<file path="src/compat_window_params.svh">
// Offsets, field positions, reset values and timing counts of the compatibility window
`ifndef COMPAT_WINDOW_PARAMS_SVH
`define COMPAT_WINDOW_PARAMS_SVH
`define OFS_FM_LEFT_SEL 4'h0
`define OFS_FM_LEFT_DATA 4'h1
`define OFS_FM_RIGHT_SEL 4'h2
`define OFS_FM_RIGHT_DATA 4'h3
`define OFS_MIXER_INDEX 4'h4
`define OFS_MIXER_DATA 4'h5
`define OFS_SOFT_RESET 4'h6
`define OFS_FM_PAIR_SEL 4'h8
`define OFS_FM_PAIR_DATA 4'h9
`define OFS_READ_DATA 4'hA
`define OFS_COMMAND 4'hC
`define OFS_AVAIL_STATUS 4'hE
`define IDX_MIXER_DEFAULTS 8'h00
`define IDX_VOICE 8'h04
`define IDX_MIC 8'h0A
`define IDX_CAPTURE_SRC 8'h0C
`define IDX_OUTPUT_MODE 8'h0E
`define IDX_MASTER 8'h22
`define IDX_SYNTH 8'h26
`define IDX_DISC 8'h28
`define IDX_LINE_IN 8'h2E
`define RST_VOICE 8'h99
`define RST_MIC 8'h01
`define RST_CAPTURE_SRC 8'h00
`define RST_OUTPUT_MODE 8'h00
`define RST_MASTER 8'h99
`define RST_SYNTH 8'h99
`define RST_DISC 8'h01
`define RST_LINE_IN 8'h01
`define BIT_FLAG 7
`define BIT_SOFT_RESET 0
`define BIT_STEREO 1
`define MIC_LSB 0
`define MIC_MSB 2
`define SRC_LSB 1
`define SRC_MSB 2
`define CMD_CONSUME_NS 40
`define CMD_CONSUME_CYC ((`CMD_CONSUME_NS + 9) / 10)
`endif

</file>
<file path="src/compat_window_pkg.sv">
// Types shared by the compatibility window files
package compat_window_pkg;
	typedef enum logic [1:0] {
		SRC_MIC = 2'h0,
		SRC_DISC = 2'h1,
		SRC_LINE_IN = 2'h3
	} capture_src_t;
	typedef enum logic [1:0] {
		CMD_IDLE = 2'h0,
		CMD_BUSY = 2'h1,
		CMD_DONE = 2'h3
	} cmd_state_t;
endpackage : compat_window_pkg

</file>
<file path="src/compat_audio_window.sv">
// Legacy game-audio compatible I/O window: decode, FM pass-through, reset, mixer and command path
//
// Overview of operation
// - Offset 4 write sets the mixer index
// - Offset 5 accesses the indexed mixer register
// - FM status/select and data ports decoded
// - Offset 6 bit0 one-then-zero resets interface
// - Read data valid while offset E bit7
// - Commands written at offset C are accepted only while ready
// - Offset C bit7 reads command ready
// - Mixer registers shadow the native mixer
// - Index 00H write restores mixer defaults
// - Index 04H voice level, reset 99H
// - Index 0AH mic mix, reset 01H
// - Index 0CH bits 2:1 pick capture source
// - Index 0EH bit1 picks mono or stereo
// - Index 22H master level, reset 99H
// - Index 26H synth level, reset 99H
// - Index 28H disc level, reset 01H
// - Index 2EH line-in level, reset 01H
// - Sixteen ports, ten-bit decode, no aliasing
// - FM writes and status/select-port reads forwarded to external synthesizer
`timescale 1ns/1ps
`include "compat_window_params.svh"
module compat_audio_window #(
	parameter int ADDR_W = 16,
	parameter int CONSUME_CYC = `CMD_CONSUME_CYC
) (
	input wire logic clk,
	input wire logic arst_n,
	input wire logic [ADDR_W-1:0] io_addr,
	input wire logic io_rd,
	input wire logic io_wr,
	input wire logic [7:0] io_wdata,
	output logic [7:0] io_rdata,
	output logic io_hit,
	input wire logic [9:0] compat_window_base,
	input wire logic compat_active,
	output logic fm_wr,
	output logic fm_rd,
	output logic [1:0] fm_addr,
	output logic fm_bank,
	output logic [7:0] fm_wdata,
	input wire logic [7:0] fm_rdata,
	output logic cmd_valid,
	output logic [7:0] cmd_byte,
	input wire logic result_valid,
	input wire logic [7:0] result_data,
	output logic result_ready,
	output logic interface_reset,
	output logic codec_native_enable,
	output logic [7:0] voice_level,
	output logic [7:0] mic_mix_level,
	output compat_window_pkg::capture_src_t capture_source,
	output logic stereo_output_select,
	output logic [7:0] master_level,
	output logic [7:0] synth_level,
	output logic [7:0] disc_audio_level,
	output logic [7:0] line_in_level
);
	// Narrower buses cannot carry the ten-bit decode
	generate
		if (ADDR_W < 10) begin : g_bad_addr_w
			$error("ADDR_W must cover ten-bit decode");
		end
	endgenerate
	logic upper_zero;
	logic base_match;
	logic [3:0] ofs;
	logic wr_hit;
	logic rd_hit;
	logic [7:0] mixer_index;
	logic soft_bit;
	logic soft_pulse;
	logic [7:0] mixer_rdata;
	logic cmd_ready;
	logic data_avail;
	logic [7:0] read_data;
	logic [7:0] fm_status;

	// Upper bits must be zero so the window never aliases
	generate
		if (ADDR_W > 10) begin : g_upper
			assign upper_zero = io_addr[ADDR_W-1:10] == '0;
		end else begin : g_noupper
			assign upper_zero = 1'b1;
		end
	endgenerate
	assign base_match = upper_zero && io_addr[9:4] == compat_window_base[9:4];
	assign ofs = io_addr[3:0];
	assign wr_hit = base_match && io_wr;
	assign rd_hit = base_match && io_rd;
	assign io_hit = base_match && (io_rd || io_wr);

	// Index latch; host must load it before data-port access
	always_ff @(posedge clk or negedge arst_n) begin
		if (!arst_n)
			mixer_index <= 8'h00;
		else if (soft_pulse)
			mixer_index <= 8'h00;
		else if (wr_hit && ofs == `OFS_MIXER_INDEX)
			mixer_index <= io_wdata;
	end

	// Reset fires on the falling edge of the written bit, so a stuck one holds nothing
	always_ff @(posedge clk or negedge arst_n) begin
		if (!arst_n) begin
			soft_bit <= 1'b0;
			soft_pulse <= 1'b0;
		end else begin
			soft_pulse <= 1'b0;
			if (wr_hit && ofs == `OFS_SOFT_RESET) begin
				soft_bit <= io_wdata[`BIT_SOFT_RESET];
				soft_pulse <= soft_bit && !io_wdata[`BIT_SOFT_RESET];
			end
		end
	end
	assign interface_reset = soft_pulse;

	// FM ports pass straight through; bank picks right pair
	always_comb begin
		fm_wr = 1'b0;
		fm_rd = 1'b0;
		fm_addr = 2'h0;
		fm_bank = 1'b0;
		fm_wdata = io_wdata;
		if (ofs == `OFS_FM_LEFT_SEL || ofs == `OFS_FM_LEFT_DATA) begin
			fm_addr = {1'b0, ofs[0]};
			fm_wr = wr_hit;
			fm_rd = rd_hit && ofs == `OFS_FM_LEFT_SEL;
		end else if (ofs == `OFS_FM_RIGHT_SEL || ofs == `OFS_FM_RIGHT_DATA) begin
			fm_addr = {1'b0, ofs[0]};
			fm_bank = 1'b1;
			fm_wr = wr_hit;
			fm_rd = rd_hit && ofs == `OFS_FM_RIGHT_SEL;
		end else if (ofs == `OFS_FM_PAIR_SEL || ofs == `OFS_FM_PAIR_DATA) begin
			fm_addr = {1'b1, ofs[0]};
			fm_wr = wr_hit;
			fm_rd = rd_hit && ofs == `OFS_FM_PAIR_SEL;
		end
	end
	assign fm_status = fm_rdata;

	compat_mixer_shadow u_mixer (
		.clk(clk),
		.arst_n(arst_n),
		.soft_clear(soft_pulse),
		.wr_en(wr_hit && ofs == `OFS_MIXER_DATA),
		.index(mixer_index),
		.wr_data(io_wdata),
		.rd_data(mixer_rdata),
		.voice_level(voice_level),
		.mic_mix_level(mic_mix_level),
		.capture_source(capture_source),
		.stereo_output_select(stereo_output_select),
		.master_level(master_level),
		.synth_level(synth_level),
		.disc_audio_level(disc_audio_level),
		.line_in_level(line_in_level)
	);

	compat_cmd_channel #(
		.CONSUME_CYC(CONSUME_CYC)
	) u_cmd (
		.clk(clk),
		.arst_n(arst_n),
		.soft_clear(soft_pulse),
		.cmd_wr(wr_hit && ofs == `OFS_COMMAND),
		.cmd_data(io_wdata),
		.data_rd(rd_hit && ofs == `OFS_READ_DATA),
		.cmd_ready(cmd_ready),
		.cmd_valid(cmd_valid),
		.cmd_byte(cmd_byte),
		.result_valid(result_valid),
		.result_data(result_data),
		.result_ready(result_ready),
		.data_avail(data_avail),
		.read_data(read_data)
	);

	// Native codec path off while the compatibility mode is selected
	assign codec_native_enable = !compat_active;

	// Read mux; combinational so the host sees it within the I/O strobe
	always_comb begin
		io_rdata = 8'h00;
		if (!rd_hit)
			io_rdata = 8'h00;
		else if (ofs == `OFS_FM_LEFT_SEL || ofs == `OFS_FM_RIGHT_SEL || ofs == `OFS_FM_PAIR_SEL)
			io_rdata = fm_status;
		else if (ofs == `OFS_MIXER_DATA)
			io_rdata = mixer_rdata;
		else if (ofs == `OFS_READ_DATA)
			io_rdata = read_data;
		else if (ofs == `OFS_COMMAND)
			io_rdata = {cmd_ready, 7'h00};
		else if (ofs == `OFS_AVAIL_STATUS)
			io_rdata = {data_avail, 7'h00};
	end

	a_no_alias: assert property (@(posedge clk) disable iff (!arst_n)
		io_hit |-> (io_addr >> 10) == '0 && io_addr[9:4] == compat_window_base[9:4])
		else $error("decode aliased");
	a_index_load: assert property (@(posedge clk) disable iff (!arst_n)
		wr_hit && ofs == `OFS_MIXER_INDEX && !soft_pulse |=> mixer_index == $past(io_wdata))
		else $error("index not loaded");
	a_soft_reset: assert property (@(posedge clk) disable iff (!arst_n)
		wr_hit && ofs == `OFS_SOFT_RESET && soft_bit && !io_wdata[`BIT_SOFT_RESET]
		|=> soft_pulse ##1 master_level == `RST_MASTER && mixer_index == 8'h00)
		else $error("soft reset missed");
	a_ready_read: assert property (@(posedge clk) disable iff (!arst_n)
		rd_hit && ofs == `OFS_COMMAND |-> io_rdata[`BIT_FLAG] == cmd_ready)
		else $error("ready bit wrong");
	a_avail_read: assert property (@(posedge clk) disable iff (!arst_n)
		rd_hit && ofs == `OFS_AVAIL_STATUS |-> io_rdata[`BIT_FLAG] == data_avail)
		else $error("available bit wrong");
	a_fm_forward: assert property (@(posedge clk) disable iff (!arst_n)
		wr_hit && ofs == `OFS_FM_PAIR_DATA |-> fm_wr && fm_addr == 2'h3)
		else $error("fm write not forwarded");
	c_mixer_write: cover property (@(posedge clk) wr_hit && ofs == `OFS_MIXER_DATA);
	c_soft_reset: cover property (@(posedge clk) soft_pulse);
	c_status_poll: cover property (@(posedge clk) rd_hit && ofs == `OFS_AVAIL_STATUS && data_avail);
endmodule : compat_audio_window

</file>
<file path="src/compat_mixer_shadow.sv">
// Shadow mixer register bank with native mixer mapping
`timescale 1ns/1ps
`include "compat_window_params.svh"
module compat_mixer_shadow (
	input wire logic clk,
	input wire logic arst_n,
	input wire logic soft_clear,
	input wire logic wr_en,
	input wire logic [7:0] index,
	input wire logic [7:0] wr_data,
	output logic [7:0] rd_data,
	output logic [7:0] voice_level,
	output logic [7:0] mic_mix_level,
	output compat_window_pkg::capture_src_t capture_source,
	output logic stereo_output_select,
	output logic [7:0] master_level,
	output logic [7:0] synth_level,
	output logic [7:0] disc_audio_level,
	output logic [7:0] line_in_level
);
	localparam int N = 8;
	localparam logic [7:0] IDX [N] = '{`IDX_VOICE, `IDX_MIC, `IDX_CAPTURE_SRC, `IDX_OUTPUT_MODE,
		`IDX_MASTER, `IDX_SYNTH, `IDX_DISC, `IDX_LINE_IN};
	localparam logic [7:0] RST [N] = '{`RST_VOICE, `RST_MIC, `RST_CAPTURE_SRC, `RST_OUTPUT_MODE,
		`RST_MASTER, `RST_SYNTH, `RST_DISC, `RST_LINE_IN};
	logic [7:0] shadow [N];
	logic defaults_wr;
	assign defaults_wr = wr_en && index == `IDX_MIXER_DEFAULTS;
	// One shadow byte per mapped index
	genvar g;
	generate
		for (g = 0; g < N; g++) begin : g_reg
			always_ff @(posedge clk or negedge arst_n) begin
				if (!arst_n)
					shadow[g] <= RST[g];
				else if (soft_clear || defaults_wr)
					shadow[g] <= RST[g];
				else if (wr_en && index == IDX[g])
					shadow[g] <= wr_data;
			end
		end
	endgenerate
	// Read mux; reserved or unmapped indexes read zero
	always_comb begin
		rd_data = 8'h00;
		for (int i = 0; i < N; i++) begin
			if (index == IDX[i])
				rd_data = shadow[i];
		end
	end
	// Native mixer view; nibbles carry left high, right low
	assign voice_level = shadow[0];
	assign mic_mix_level = {5'h00, shadow[1][`MIC_MSB:`MIC_LSB]};
	// Source code 2 aliases microphone
	assign capture_source = shadow[2][`SRC_MSB:`SRC_LSB] == 2'h2 ? compat_window_pkg::SRC_MIC
		: compat_window_pkg::capture_src_t'(shadow[2][`SRC_MSB:`SRC_LSB]);
	assign stereo_output_select = shadow[3][`BIT_STEREO];
	assign master_level = shadow[4];
	assign synth_level = shadow[5];
	assign disc_audio_level = shadow[6];
	assign line_in_level = shadow[7];

	a_defaults_restore: assert property (@(posedge clk) disable iff (!arst_n)
		defaults_wr |=> shadow[0] == `RST_VOICE && shadow[6] == `RST_DISC)
		else $error("mixer defaults not restored");
	a_master_write: assert property (@(posedge clk) disable iff (!arst_n)
		wr_en && index == `IDX_MASTER && !soft_clear |=> master_level == $past(wr_data))
		else $error("master level not written");
	a_src_alias: assert property (@(posedge clk) disable iff (!arst_n)
		wr_en && index == `IDX_CAPTURE_SRC && !soft_clear && wr_data[`SRC_MSB:`SRC_LSB] == 2'h2
		|=> capture_source == compat_window_pkg::SRC_MIC)
		else $error("source alias wrong");
endmodule : compat_mixer_shadow

</file>
<file path="src/compat_cmd_channel.sv">
// Command intake with ready flag and read-data holding register
`timescale 1ns/1ps
`include "compat_window_params.svh"
module compat_cmd_channel #(
	parameter int CONSUME_CYC = `CMD_CONSUME_CYC
) (
	input wire logic clk,
	input wire logic arst_n,
	input wire logic soft_clear,
	input wire logic cmd_wr,
	input wire logic [7:0] cmd_data,
	input wire logic data_rd,
	output logic cmd_ready,
	output logic cmd_valid,
	output logic [7:0] cmd_byte,
	input wire logic result_valid,
	input wire logic [7:0] result_data,
	output logic result_ready,
	output logic data_avail,
	output logic [7:0] read_data
);
	// Counter is eight bits wide; zero would wrap and stay busy 256 cycles
	generate
		if (CONSUME_CYC < 1 || CONSUME_CYC > 255) begin : g_bad_consume
			$error("CONSUME_CYC out of range");
		end
	endgenerate
	compat_window_pkg::cmd_state_t state;
	logic [7:0] wait_cnt;
	// Ready drops at the write, returns once the handler took the byte
	always_ff @(posedge clk or negedge arst_n) begin
		if (!arst_n) begin
			state <= compat_window_pkg::CMD_IDLE;
			wait_cnt <= 8'h00;
			cmd_byte <= 8'h00;
		end else if (soft_clear) begin
			state <= compat_window_pkg::CMD_IDLE;
			wait_cnt <= 8'h00;
		end else begin
			case (state)
				compat_window_pkg::CMD_IDLE: begin
					if (cmd_wr) begin
						cmd_byte <= cmd_data;
						wait_cnt <= 8'(CONSUME_CYC);
						state <= compat_window_pkg::CMD_BUSY;
					end
				end
				compat_window_pkg::CMD_BUSY: begin
					if (wait_cnt == 8'h01)
						state <= compat_window_pkg::CMD_DONE;
					wait_cnt <= wait_cnt - 8'h01;
				end
				compat_window_pkg::CMD_DONE: begin
					state <= compat_window_pkg::CMD_IDLE;
				end
				default: begin
					state <= compat_window_pkg::CMD_IDLE;
				end
			endcase
		end
	end
	assign cmd_ready = state == compat_window_pkg::CMD_IDLE;
	assign cmd_valid = state == compat_window_pkg::CMD_DONE;
	// One-byte holding register; refills at the read if a byte is pending
	assign result_ready = !data_avail || data_rd;
	always_ff @(posedge clk or negedge arst_n) begin
		if (!arst_n) begin
			data_avail <= 1'b0;
			read_data <= 8'h00;
		end else if (soft_clear) begin
			data_avail <= 1'b0;
		end else if (result_valid && result_ready) begin
			data_avail <= 1'b1;
			read_data <= result_data;
		end else if (data_rd) begin
			data_avail <= 1'b0;
		end
	end

	a_ready_drops: assert property (@(posedge clk) disable iff (!arst_n)
		cmd_ready && cmd_wr && !soft_clear |=> !cmd_ready [*2])
		else $error("ready did not drop");
	a_ready_returns: assert property (@(posedge clk) disable iff (!arst_n)
		cmd_ready && cmd_wr |=> ##[1:260] cmd_ready)
		else $error("ready did not return");
	a_avail_clears: assert property (@(posedge clk) disable iff (!arst_n)
		data_rd && data_avail && !result_valid |=> !data_avail)
		else $error("available flag stuck");
	c_cmd_done: cover property (@(posedge clk) cmd_valid);
	c_refill: cover property (@(posedge clk) data_rd && result_valid && data_avail);
endmodule : compat_cmd_channel

</file>
<file path="config.mk">
export PLATFORM = sky130hd
export DESIGN_NAME = compat_audio_window
export DESIGN_NICKNAME = d
export VERILOG_FILES = /design/src/compat_window_pkg.sv /design/src/compat_audio_window.sv /design/src/compat_mixer_shadow.sv /design/src/compat_cmd_channel.sv
export VERILOG_INCLUDE_DIRS = /design/src /design/src/src
export SDC_FILE = /design/constraint.sdc
export NUM_CORES = 1
export LEC_CHECK = 0
export ABC_AREA = 0
export ABC_CLOCK_PERIOD_IN_PS = 3000
export BUFFER_PORTS_ARGS = -buffer_cell sky130_fd_sc_hd__buf_2
export CORE_MARGIN = 4
export CORE_UTILIZATION = 49
export DETAILED_ROUTE_END_ITERATION = 6
export PLACE_DENSITY = 0.83
export SLEW_MARGIN = 15
export SYNTH_ARGS = -nofsm -noshare
export SYNTH_HDL_FRONTEND = slang
export SYNTH_SLANG_ARGS = --single-unit
</file>
<file path="constraint.sdc">
create_clock -name clk -period 3 [get_ports clk]
set_input_delay 0.45 -clock clk [delete_from_list [all_inputs] [get_ports clk]]
set_output_delay 0.45 -clock clk [all_outputs]
set_load 0.02 [all_outputs]
</file>
==> results.md <==
* Final clock period utilization by the worst path at 106.8%
* Number of H-tree branching levels at 3
* Max_slew headroom at 47.69%
* Clock latency reported for the late side of the worst-skew pair at 0.35 ns
* Async SR Flop Fraction at 100.0%
* Horizontal die dimension at between 100 and 150 um
* Pwr/cell area at 406.5 nW/um2
* Clock tree from TritonCTS: built
* Buffers on Ports at 131
* Vias/cell at 6.093
* DRC violation count after routing at 0
* Filler cell count at 976
* Critical path type: register to primary output
* Proportion of netlist area held by the largest area contributor at 35.99%
* Number of buffers created by CTS at 9
* Global-route congestion overflow total at 0
* Area of the core at 11960 um2
* GR Util All Layers at 24.80%
* Crit path setup slack, layout at -0.2046 ns
* Via count at 5197
* Total of max-cap violations at 0
* Number of hold-repair buffers added at the cts stage at 0
* Layout Skew at ~0.0066 ns
* Endpoints failing setup at 6
* Number of placed I/O pins at between 100 and 150
* Post-route antenna net violation count at 0
* Share of post-route cells with drive strength above 1 at 34.99%
* Clock period minus worst slack at approximately 3.2 ns
* Ys Warns at 0
* Violations in the final reports: negative setup slack
* Total iterations of the first detailed-routing run at 5
* Fin. Hold Viols at 0
* Number of antenna violations at the first check in global routing at 0
* Final cell count without fillers at 853
* Number of flops mapped to enable cells by yosys at 0
* CTS clock-pin slew for the worst setup and hold paths at 0.07 ns
* Worst Path Required at 2.55 ns
* Global-route track usage on met3 at 7.033%
* Yosys cell types at 63
* Area of the mapped netlist at 5979 um2
* Cell count after placement at 830
* Part of the total power dissipated in sequential elements at 49.0%
* Vias in the first global route at 5028
* Maximum buffer depth of the clock tree at 2
* Initial Utilization at between 40 and 50%
* Commonest cells after routing, fill and taps aside: buf_2, dfrtp_1, nor2_1
* Worst setup SP type: register
* Wire length of the first global-routing pass at roughly 28000 um
* Biggest cell delay along the critical path at 0.61 ns
* Share of total power in the clock network at 44.1%
* Number of register bits inferred by synthesis at 101
* Total wire length at 17650 um
* Routability Congestion at 0.9840
* Ordered list of cells on the worst path: or4_4, buf_4, nor4_1, o2bb2ai_1, o211ai_1, a21oi_1, buf_4
* Result of the run: finished with violations
* Global routing met1 resource utilization at 32.33%
* Initial DRC count at ~630
* Finished layout cell area at 6977 um2
* Net switching power at 637.8 uW
* CP Capture Type: primary output
* Die outline height at between 100 and 150 um
* Top flip-flop cell by instance count after synthesis: dfrtp_1
* Worst path slowest cell: or4_4
* Highest net fanout along the worst path at 5
* Worst path most repeated cell: buf_4
* Leading area contributor after synthesis: dfrtp_1
* Peak-usage layer in the global routing report: met2
* Bufs and invs on worst path at 2
* RSZ-0062 raised after global routing: true
* Largest net degree at the start of global routing at 54
* Switching power as a share of total power at 22.49%
* Transition time of the tightest slew-check pin at 0.7847 ns
* Crit-path leading delay family: simple AND/OR/NAND/NOR gates
* Met2 Track Usage GR at between 40% and 50%
* Buffer cell driving the clock tree root: clkbuf_16
* CP arrival at 2.75 ns
* Fraction of power consumed by combinational cells at 7.0%
* Maximum clock rate at 0.3121 GHz
* Tightest Hold Check Type: input port to asynchronous set/reset pin
* Leading cell types by total area after synthesis: dfrtp_1, mux2i_1, buf_4
* Final HPWL from detailed placement at 12480 um
* Post-Place Worst Slack at 0.1574 ns
* Leakage at 0.003429 uW
* Gate count of the mapped netlist at ~600
* Number of placement rows at 40
* Sequential area share after synthesis at 42.58%
* Antenna fix cells at 0
* Sink count of the clock tree at 101
* Per-cell routed wire length at 20.69 um
* Net count of the finished layout at 759
* Maximum vdd drop at approximately 320 uV
* Commonest non-fill, non-tap cell in the layout: buf_2
* Area enclosed by the die boundary at around 14000 um2
* Design internal power at 2198 uW
* Power, Total at 2836 uW
* P&R area growth vs syn at 16.68%
* Total negative setup slack at -0.6346 ns
* Max-slew violation count at 0
* Placed instance area at about 6500 um2
* Average cell area after synthesis at 9.691 um2
[metal layers]
| layer | up-vias | routed length, um | share of wire (%) |
|---|---|---|---|
| met5 | - | 0 | 0 |
| met4 | 0 | 514 | 2.9 |
| met3 | 48 | 1780 | 10 |
| met2 | 325 | 8170 | 46 |
| met1 | 2522 | 7185 | 41 |
| li1 | 2302 | - | - |
[metrics by stage]
stage | hold WS, ns | utilization (%)
2_1_floorplan | 0.1544 | -
3_3_place_gp | 0.4813 | 54.10
3_5_place_dp | 0.4947 | 54.10
4_1_cts | 0.1531 | 57.82
5_1_grt | 0.1747 | 58.33
6_report | 0.1381 | 58.33
[path summary, 6_finish.rpt]
kind                                                              to  slack [ns]  depth (start not counted)                          start
worst max-delay path                                     io_rdata[5]       -0.20                          7     mixer_index[5]$_DFFE_PN0P_
worst min-delay path                  u_cmd.read_data[2]$_DFFE_PN0P_        0.14                          1                         arst_n
worst max register to register  u_mixer.line_in_level[6]$_DFFE_PN0P_        0.41                          7     mixer_index[4]$_DFFE_PN0P_
worst min register to register         u_cmd.cmd_byte[0]$_DFFE_PN0P_        0.51                          1  u_cmd.cmd_byte[0]$_DFFE_PN0P_
max in group asynchronous        u_mixer.master_level[7]$_DFFE_PN1P_        2.11                          2                         arst_n
min in group clk                      u_cmd.read_data[7]$_DFFE_PN0P_        0.34                          2                 result_data[7]
[Yosys cell counts (all sizes together) (3+ instances only)]
library cell	instances
buf	67
a222oi	5
nor2	86
nor4	13
a21oi	32
o21ai	20
and3	3
dfrtp	86
mux2	19
and4	3
a22oi	4
nand2	41
mux2i	69
nand3b	3
a21o	3
o221ai	5
and2	4
nor3	17
nand3	16
o211ai	4
inv	9
a31oi	7
xor2	4
clkbuf	27
nor3b	7
a211oi	4
dfstp	15
nor2b	3
nand2b	5
[power by group through the flow]
stage	registers (uW)	clock network [uW]	logic (uW)
2_1_floorplan	1410	0	97.6
3_3_place_gp	1410	0	187
3_5_place_dp	1410	0	193
4_1_cts	1390	1270	197
5_1_grt	1390	1340	213
6_report	1390	1250	197
[final cells by class]
cell class / instances / area (um2) / area share (%)
clock buffers: 12 / 246.5 / 3.533
flip-flops and latches: 101 / 2549 / 36.53
inverters: 9 / 33.78 / 0.4842
clock inverters: 4 / 72.57 / 1.040
well taps: 147 / 183.9 / 2.636
multi-input cells: 417 / 2937 / 42.09
repair buffers: 163 / 954.7 / 13.68
[sequential cells by signal, indices dropped and copies added, names as in the netlist]
| register | cells |
|---|---|
| u_mixer.master_level | 8 |
| u_mixer.disc_audio_level | 8 |
| soft_bit | 1 |
| u_cmd.wait_cnt | 8 |
| u_mixer.shadow | 20 |
| u_mixer.mic_mix_level | 3 |
| u_mixer.stereo_output_select | 1 |
| u_cmd.read_data | 8 |
| u_cmd.data_avail | 1 |
| u_mixer.synth_level | 8 |
| u_cmd.cmd_byte | 8 |
| u_cmd.state | 2 |
| mixer_index | 8 |
| u_mixer.line_in_level | 8 |
| u_mixer.voice_level | 8 |
| interface_reset | 1 |
[timing repair]
item / CTS / global route
setup buffers: 6 / 1
pin swaps: 11 / 12
hold endpoints to repair: 0 / 0
setup endpoints to repair: 8 / 8
gates resized for setup: 20 / 15
[cell families after synthesis]
kind of cell             synth area share, %
other                                0.06271
AO/OA/AOI/OAI                          10.80
adder cells (fa/ha/maj)               0.4184
multiplexers                           15.13
buffers and inverters                  10.46
XOR/XNOR                              0.8788
flip-flops                             42.58
AND/OR/NAND/NOR                        19.67
No activity file was read; power rests on OpenSTA's default activity.
